**src/include/timer_pkg.sv**
```systemverilog
// Constants shared by the dual timer/counter control block.
// Assumes an 8-bit special function register port on the MPU side.
package timer_pkg;
    // Special function register addresses.
    localparam logic [7:0] ADDR_CTRL = 8'h88;
    localparam logic [7:0] ADDR_MODE = 8'h89;
    localparam logic [7:0] ADDR_LOW0 = 8'h8A;
    localparam logic [7:0] ADDR_LOW1 = 8'h8B;
    localparam logic [7:0] ADDR_HIGH0 = 8'h8C;
    localparam logic [7:0] ADDR_HIGH1 = 8'h8D;

    // Reset values; the register contents are cleared at reset.
    localparam logic [7:0] CTRL_RESET = 8'h00;
    localparam logic [7:0] MODE_RESET = 8'h00;
    localparam logic [7:0] COUNT_RESET = 8'h00;

    // Bit positions of timer 0 fields; timer 1 sits one stride above.
    localparam int CTRL_TYPE_BIT = 0;
    localparam int CTRL_EXT_FLAG_BIT = 1;
    localparam int CTRL_RUN_BIT = 4;
    localparam int CTRL_OVF_BIT = 5;
    localparam int CTRL_IRQ_STRIDE = 2;
    localparam int CTRL_TIMER_STRIDE = 2;
    localparam int MODE_FIELD_LSB = 0;
    localparam int MODE_SELECT_BIT = 2;
    localparam int MODE_GATE_BIT = 3;
    localparam int MODE_TIMER_STRIDE = 4;

    // Operating mode field encodings.
    localparam logic [1:0] OPMODE_13BIT = 2'h0;
    localparam logic [1:0] OPMODE_16BIT = 2'h1;
    localparam logic [1:0] OPMODE_RELOAD = 2'h2;
    localparam logic [1:0] OPMODE_SPLIT = 2'h3;

    // One machine cycle is this many MPU clock periods.
    localparam int MACHINE_CYCLE_CLKS = 12;
endpackage : timer_pkg

```
**src/hdl/pin_filter.sv**
```systemverilog
// Three-stage synchroniser with an agreement filter for one pin.
// Assumes the pin is asynchronous to clk_sys_i and idles high.
module pin_filter (
    input wire logic clk_sys_i,
    input wire logic reset_i,
    input wire logic pin_i,
    output logic level_o
);
    typedef struct packed {
        logic [2:0] shift;
        logic level;
    } filt_s;

    filt_s state_reg;
    filt_s state_next;

    always_comb begin
        state_next = state_reg;
        state_next.shift = {state_reg.shift[1:0], pin_i};
        // The first stage is only read by the second stage.
        if (state_reg.shift[1] == state_reg.shift[2]) begin
            state_next.level = state_reg.shift[2];
        end
    end

    // Idle-high reset value keeps a spurious falling edge from appearing.
    always_ff @(posedge clk_sys_i) begin
        if (reset_i) begin
            state_reg <= '{shift: 3'h7, level: 1'b1};
        end else begin
            state_reg <= state_next;
        end
    end

    assign level_o = state_reg.level;
endmodule : pin_filter

```
**src/hdl/dual_timer_counter_control.sv**
```systemverilog
// Two timer/counters with mode, control and flag registers on the SFR port.
// Assumes the MPU drives one SFR access per clock and acknowledges
// interrupt service with one-cycle pulses; pins are asynchronous.
//
// Notes on behaviour
// - Select bit one counts events; zero times only with gate clear.
// - Gate bit enables external control; run needed.
// - Gated counter increments on count pin falls.
// - Two-bit mode field per timer, each nibble.
// - Timer 1 overflow sets flag unless timer 0 is split; software/ack clear.
// - Timer 0 overflow sets flag; software/ack clear.
// - Timer 1 counts only while run bit set.
// - Timer 0 counts only while run bit set, except its split-mode high half.
// - Interrupt 1 falling edge sets flag; ack clears.
// - Interrupt 0 falling edge sets flag; ack clears.
// - Type bit one selects edge or level.
// - Type bit zero selects edge or level.
// - Type zero means low level, one falling edge.
// - Timer mode increments every twelve clocks.
// - Modes: 13-bit, 16-bit, 8-bit reload, split/stop.
// - Input falls recognised over two machine cycles.
module dual_timer_counter_control (
    input wire logic clk_sys_i,
    input wire logic reset_i,
    input wire logic [7:0] sfr_addr_i,
    input wire logic sfr_wr_i,
    input wire logic sfr_rd_i,
    input wire logic [7:0] sfr_wdata_i,
    output logic [7:0] sfr_rdata_o,
    input wire logic count_input_zero_i,
    input wire logic count_input_one_i,
    input wire logic ext_irq_input_zero_i,
    input wire logic ext_irq_input_one_i,
    input wire logic [1:0] overflow_ack_i,
    input wire logic [1:0] ext_irq_ack_i,
    output logic [1:0] overflow_flag_o,
    output logic [1:0] ext_irq_flag_o
);
    typedef struct packed {
        logic [7:0] mode_reg;
        logic [7:0] ctrl_reg;
        logic [1:0][7:0] low_reg;
        logic [1:0][7:0] high_reg;
        logic [3:0] presc;
        logic [1:0] cnt_sample;
        logic [1:0] irq_prev;
        logic [7:0] rdata;
    } state_s;

    localparam logic [3:0] PRESC_LAST =
        4'(timer_pkg::MACHINE_CYCLE_CLKS - 1);

    state_s state_reg;
    state_s state_next;
    logic [1:0] cnt_level;
    logic [1:0] irq_level;

    pin_filter u_cnt0 (
        .clk_sys_i(clk_sys_i),
        .reset_i(reset_i),
        .pin_i(count_input_zero_i),
        .level_o(cnt_level[0])
    );
    pin_filter u_cnt1 (
        .clk_sys_i(clk_sys_i),
        .reset_i(reset_i),
        .pin_i(count_input_one_i),
        .level_o(cnt_level[1])
    );
    pin_filter u_irq0 (
        .clk_sys_i(clk_sys_i),
        .reset_i(reset_i),
        .pin_i(ext_irq_input_zero_i),
        .level_o(irq_level[0])
    );
    pin_filter u_irq1 (
        .clk_sys_i(clk_sys_i),
        .reset_i(reset_i),
        .pin_i(ext_irq_input_one_i),
        .level_o(irq_level[1])
    );

    // Returns {overflow, high, low} after one count in the given mode.
    function automatic logic [16:0] step(
        input logic [1:0] mode,
        input logic [7:0] lo,
        input logic [7:0] hi
    );
        logic [13:0] c13;
        logic [16:0] c16;
        logic [8:0] c8;
        c13 = 14'({hi, lo[4:0]}) + 14'h0001;
        c16 = 17'({hi, lo}) + 17'h0_0001;
        c8 = 9'(lo) + 9'h001;
        step = {1'b0, hi, lo};
        case (mode)
            timer_pkg::OPMODE_13BIT: begin
                // Upper three low-register bits are held at zero.
                step = {c13[13], c13[12:5], 3'h0, c13[4:0]};
            end
            timer_pkg::OPMODE_16BIT: begin
                step = c16;
            end
            timer_pkg::OPMODE_RELOAD: begin
                step = {c8[8], hi, c8[8] ? hi : c8[7:0]};
            end
            default: begin
                step = {c8[8], hi, c8[7:0]};
            end
        endcase
    endfunction : step

    always_comb begin
        logic tick;
        logic [1:0] fall;
        logic [1:0] ovf_set;
        logic [1:0] irq_set;
        logic [1:0] mode;
        logic gate;
        logic sel;
        logic run;
        logic evt;
        logic [16:0] res;
        logic [8:0] hi8;
        logic [7:0] base;
        tick = 1'b0;
        fall = 2'h0;
        ovf_set = 2'h0;
        irq_set = 2'h0;
        mode = 2'h0;
        gate = 1'b0;
        sel = 1'b0;
        run = 1'b0;
        evt = 1'b0;
        res = 17'h0_0000;
        hi8 = 9'h000;
        base = 8'h00;
        state_next = state_reg;

        tick = (state_reg.presc == PRESC_LAST);
        state_next.presc = tick ? 4'h0 : state_reg.presc + 4'h1;
        // Count pins are sampled once per machine cycle, so a fall needs a
        // high sample then a low one: at most half the sampling rate.
        if (tick) begin
            state_next.cnt_sample = cnt_level;
        end
        fall = {2{tick}} & state_reg.cnt_sample & ~cnt_level;

        for (int i = 0; i < 2; i++) begin
            mode = state_reg.mode_reg[timer_pkg::MODE_FIELD_LSB
                + i * timer_pkg::MODE_TIMER_STRIDE +: 2];
            sel = state_reg.mode_reg[timer_pkg::MODE_SELECT_BIT
                + i * timer_pkg::MODE_TIMER_STRIDE];
            gate = state_reg.mode_reg[timer_pkg::MODE_GATE_BIT
                + i * timer_pkg::MODE_TIMER_STRIDE];
            run = state_reg.ctrl_reg[timer_pkg::CTRL_RUN_BIT
                + i * timer_pkg::CTRL_TIMER_STRIDE];
            // The gate hands control to the interrupt pin level.
            run = run & (~gate | irq_level[i]);
            evt = (sel | gate) ? fall[i] : tick;
            // Timer 1 stops in split mode.
            if (run && evt && !(i == 1 && mode == timer_pkg::OPMODE_SPLIT)) begin
                res = step(mode, state_reg.low_reg[i],
                    state_reg.high_reg[i]);
                state_next.low_reg[i] = res[7:0];
                state_next.high_reg[i] = res[15:8];
                ovf_set[i] = res[16];
            end
        end

        // In split mode the high half of timer 0 runs on timer 1's run
        // bit and takes timer 1's flag, so timer 1 loses its flag.
        if (state_reg.mode_reg[timer_pkg::MODE_FIELD_LSB +: 2]
            == timer_pkg::OPMODE_SPLIT) begin
            ovf_set[1] = 1'b0;
            if (tick && state_reg.ctrl_reg[timer_pkg::CTRL_RUN_BIT
                + timer_pkg::CTRL_TIMER_STRIDE]) begin
                hi8 = 9'(state_reg.high_reg[0]) + 9'h001;
                state_next.high_reg[0] = hi8[7:0];
                ovf_set[1] = hi8[8];
            end
        end

        // Type 1 latches on a falling edge; type 0 follows a low level.
        state_next.irq_prev = irq_level;
        for (int i = 0; i < 2; i++) begin
            if (state_reg.ctrl_reg[timer_pkg::CTRL_TYPE_BIT
                + i * timer_pkg::CTRL_IRQ_STRIDE]) begin
                irq_set[i] = state_reg.irq_prev[i] & ~irq_level[i];
            end else begin
                irq_set[i] = ~irq_level[i];
            end
        end

        // Software writes win over counting on the count registers.
        if (sfr_wr_i) begin
            case (sfr_addr_i)
                timer_pkg::ADDR_MODE: state_next.mode_reg = sfr_wdata_i;
                timer_pkg::ADDR_LOW0: state_next.low_reg[0] = sfr_wdata_i;
                timer_pkg::ADDR_LOW1: state_next.low_reg[1] = sfr_wdata_i;
                timer_pkg::ADDR_HIGH0: state_next.high_reg[0] = sfr_wdata_i;
                timer_pkg::ADDR_HIGH1: state_next.high_reg[1] = sfr_wdata_i;
                default: begin
                end
            endcase
        end

        // Flags: a hardware set wins over a software write or an ack.
        base = (sfr_wr_i && sfr_addr_i == timer_pkg::ADDR_CTRL)
            ? sfr_wdata_i : state_reg.ctrl_reg;
        state_next.ctrl_reg = base;
        for (int i = 0; i < 2; i++) begin
            state_next.ctrl_reg[timer_pkg::CTRL_OVF_BIT
                + i * timer_pkg::CTRL_TIMER_STRIDE] = ovf_set[i]
                | (base[timer_pkg::CTRL_OVF_BIT
                + i * timer_pkg::CTRL_TIMER_STRIDE]
                & ~overflow_ack_i[i]);
            state_next.ctrl_reg[timer_pkg::CTRL_EXT_FLAG_BIT
                + i * timer_pkg::CTRL_IRQ_STRIDE] = irq_set[i]
                | (base[timer_pkg::CTRL_EXT_FLAG_BIT
                + i * timer_pkg::CTRL_IRQ_STRIDE]
                & ~ext_irq_ack_i[i]);
        end

        if (sfr_rd_i) begin
            case (sfr_addr_i)
                timer_pkg::ADDR_CTRL: state_next.rdata = state_reg.ctrl_reg;
                timer_pkg::ADDR_MODE: state_next.rdata = state_reg.mode_reg;
                timer_pkg::ADDR_LOW0: state_next.rdata = state_reg.low_reg[0];
                timer_pkg::ADDR_LOW1: state_next.rdata = state_reg.low_reg[1];
                timer_pkg::ADDR_HIGH0: state_next.rdata = state_reg.high_reg[0];
                timer_pkg::ADDR_HIGH1: state_next.rdata = state_reg.high_reg[1];
                default: state_next.rdata = 8'h00;
            endcase
        end
    end

    always_ff @(posedge clk_sys_i) begin
        if (reset_i) begin
            state_reg.mode_reg <= timer_pkg::MODE_RESET;
            state_reg.ctrl_reg <= timer_pkg::CTRL_RESET;
            state_reg.low_reg <= {2{timer_pkg::COUNT_RESET}};
            state_reg.high_reg <= {2{timer_pkg::COUNT_RESET}};
            state_reg.presc <= 4'h0;
            state_reg.cnt_sample <= 2'h3;
            state_reg.irq_prev <= 2'h3;
            state_reg.rdata <= 8'h00;
        end else begin
            state_reg <= state_next;
        end
    end

    assign sfr_rdata_o = state_reg.rdata;
    assign overflow_flag_o = {
        state_reg.ctrl_reg[timer_pkg::CTRL_OVF_BIT
            + timer_pkg::CTRL_TIMER_STRIDE],
        state_reg.ctrl_reg[timer_pkg::CTRL_OVF_BIT]};
    assign ext_irq_flag_o = {
        state_reg.ctrl_reg[timer_pkg::CTRL_EXT_FLAG_BIT
            + timer_pkg::CTRL_IRQ_STRIDE],
        state_reg.ctrl_reg[timer_pkg::CTRL_EXT_FLAG_BIT]};
endmodule : dual_timer_counter_control

```
**config.mk**
```make
export PLATFORM = sky130hd
export DESIGN_NAME = dual_timer_counter_control
export DESIGN_NICKNAME = d
export VERILOG_FILES = /design/src/include/timer_pkg.sv /design/src/hdl/pin_filter.sv /design/src/hdl/dual_timer_counter_control.sv
export SDC_FILE = /design/constraint.sdc
export NUM_CORES = 1
export LEC_CHECK = 0
export ABC_AREA = 1
export BUFFER_PORTS_ARGS = -buffer_cell sky130_fd_sc_hd__buf_2
export CAP_MARGIN = 10
export CORE_UTILIZATION = 44
export CTS_BUF_LIST = sky130_fd_sc_hd__clkbuf_2 sky130_fd_sc_hd__clkbuf_4 sky130_fd_sc_hd__clkbuf_8
export DETAILED_ROUTE_END_ITERATION = 6
export PLACE_DENSITY_LB_ADDON = 0.05
export SYNTH_ARGS = -nofsm -noshare
export SYNTH_HDL_FRONTEND = slang
export SYNTH_HIERARCHICAL = 1
export SYNTH_SLANG_ARGS = --single-unit
```
**constraint.sdc**
```tcl
create_clock -name clk_sys_i -period 2.3 [get_ports clk_sys_i]
set_input_delay 0.115 -clock clk_sys_i [delete_from_list [all_inputs] [get_ports clk_sys_i]]
set_output_delay 0.115 -clock clk_sys_i [all_outputs]
set_load 0.03 [all_outputs]
```
==> run metrics <==
status=complete, no violations; FILL cells=1235; met3 WL post-DR=1408 um; fin crit period=1.968 ns; sequential cell area=1602 um^2; Setup crit end kind=register; Slew Limit Fails=0; placed insts=966; post-synthesis async set-or-reset flop share=0; initial antenna violation count=0; Global Route Usage Sum=0.3077; Clock Skew=0.01237 ns; Initial DRT Pass Iterations=5; Post-Syn Nets=836; Vias=5525; max reg flops=52; clock transition at the registers of the reported paths=0.10 ns; number of flops mapped to enable cells by yosys=0; largest net degree at the start of global routing=53; num ports=40; CTS tree=yes; Antenna diodes=0; share of the synthesized area in the top cell type=0.3129; Rel. slew slack=0.6406; routed len/inst=18.10 um; required time of the critical path=2.57 ns; Post-Layout Cell Count=987; critical setup path kind=register to register; clock sink total=80; DRT met1 WL=8332 um; Area Growth Syn to Fin=10.41%; WP data arrival=2.24 ns; Max clock buf depth=2; first-pass GRT wire length=27050 um; Leakage Power=0.002390 uW; Worst-Skew Late Latency=0.38 ns; Die Y-Extent=109.9 um; Synth Register Bits=80; fmax=0.5082 GHz; Placer Congestion=0.9532; Num CTS Buffers=9; number of vias per cell=5.598; DIE WIDTH=109.9 um; vias in the first global route=4866; ANT nets after route=0; final hold viol count=0; worst setup path endpoint=state_reg[16]; Pwr per Cell Area=489.7 nW/um^2; Slew @ Worst Pin=0.5392 ns; DIE AREA=12070 um^2; worst hold path class=input port to register; Design Area, Final=5652 um^2; Hold Slack=0.03271 ns; Cell variety after synth=42; final period utilization=0.8555; Detailed Place HPWL=13240 um; unrepaired setup endpoints after global routing=false; Max Cap Viol=0; slowest stage cell, crit path=dfxtp_1; H-tree depth=3; CP startpoint kind=register; DRT iter0 DRCs=455; Largest stage delay, worst path=0.37 ns; # DRC=0; crit-path cells=ha_1 -> nand3_2 -> nor2_2 -> nand3_2 -> inv_1 -> nand2_1 -> nand2_1 -> xor2_1 -> a21oi_1; Final Util=0.4971; placed inst area=5393 um^2; syn avg cell area=6.366 um^2; R2R Setup Slk=0.33 ns; Initial Util=0.4502; final global-route overflow total=0; Setup violations, final=0; Yosys warning total=6; Yosys top cell by area=dfxtp_1; area of the multi-input gates=2950 um^2; CTS root buffer=clkbuf_8; FF-to-FF Start=state_reg[12]; top sig layer=met4; synthesized area=5119 um^2; cts repair resizes=0; Post-CTS Setup Inserts=0; # nets final=871; reg2reg end=state_reg[16]; core region area=11370 um^2; top-count cell post-synth=nand2_1; Post-synth top cells=181 x nand2_1, 87 x a21oi_1, 81 x inv_1, 80 x dfxtp_1, 74 x nor2_1; WL met2=7630 um; row cnt=39; largest vdd supply drop=0.0005026 V; layout cells sized above 1=0.1481; synth top area cells=dfxtp_1 31%, nand2_1 13%, a21oi_1 8.5%; setup TNS=0 ns; Crit. Startpoint=state_reg[12]; Main synth FF type=dfxtp_1; Max Fanout on Critical Path=8; Port Buffers=39; cells on worst reg2reg path=9; Seq/Total Area, Yosys=0.3129; Cells after Synth=804; Routed WL=17860 um
-- worst max-delay path, delay by kind of cell, from the launching register on --
family                   cells  cell delay, ns
XOR/XNOR                     1            0.16
AO/OA/AOI/OAI                1            0.08
flip-flops                   1            0.37
AND/OR/NAND/NOR              5            0.91
adder cells (fa/ha/maj)      1            0.21
buffers and inverters        1            0.13
-- where the power goes --
part / internal (uW) / total, uW / switching (uW) / leakage (uW)
Combinational: 63.4 / 197 / 134 / 0.00163
Clock: 523 / 1140 / 622 / 0.000106
Sequential: 1410 / 1430 / 18.0 / 0.000649
Total: 1990 / 2770 / 774 / 0.00239
-- cell type report --
class / count / area share
clock buffer: 9 / 0.02192
clock inverter: 7 / 0.01505
inverter: 103 / 0.06929
multi-input combinational: 591 / 0.5220
sequential: 80 / 0.2834
tap: 143 / 0.03166
timing repair buffer: 54 / 0.05667
-- metal layers --
layer,vias to the layer above,GRT usage
met2,258,0.4683
met4,0,0.1114
met5,-,0
li1,2718,-
met1,2514,0.4370
met3,35,0.04564
-- through the flow --
step / setup WS (ns) / power [uW]
4_1_cts: 0.3278 / 2776
6_report: 0.3323 / 2768
3_3_place_gp: 0.4229 / 1644
5_1_grt: 0.06940 / 2855
2_1_floorplan: 0.7359 / 1562
3_5_place_dp: 0.3545 / 1646
-- placed cells by master (no fill, tap or decap), types with 3 or more instances in the layout --
cell type      instances
inv_2                 20
o22ai_1                8
nand2_1              181
nor2_4                 8
buf_2                 39
nand3_2                4
o21ai_0               70
nor3_1                 8
dfxtp_1               80
a31oi_1                7
nor2_2                13
clkinv_4               4
nand4_1               12
xor2_1                 8
nor2_1                74
or2_1                  8
nand3_1               45
nand2_2                7
o211ai_1               5
o21ai_1               22
inv_1                 81
clkbuf_8               9
buf_4                 10
ha_1                   4
a21oi_1               87
dlygate4sd3_1          5
o221ai_1               3
-- how the worst min path moves through the flow --
stage,from,end,slack (ns),cells after the start
after floorplan,reset_i,u_cnt0/state_reg[3],0.20,2
after global placement,count_input_one_i,u_cnt1/state_next[2],0.29,2
after detailed placement,ext_irq_input_one_i,u_irq1/state_next[2],0.30,2
after CTS,ext_irq_ack_i[0],ext_irq_flag_o[0],0.02,4
after global routing,ext_irq_ack_i[0],ext_irq_flag_o[0],0.07,4
final,ext_irq_ack_i[0],ext_irq_flag_o[0],0.03,4
-- cell families after synthesis --
kind of cell    count (synthesis)  share of synthesized area
buf+inv                       133                     0.1107
flops                          80                     0.3129
xor+xnor                        9                    0.01540
simple gates                  368                     0.3329
compound gates                210                     0.2183
fa+ha+maj                       4                   0.009778
-- timing repair --
action / 4_1_cts / 5_1_grt
endpoints found under the hold margin: 5 / 0
setup endpoints to repair: 0 / 0
hold buffers: 5 / 0
(Power assumes the default switching activity.)
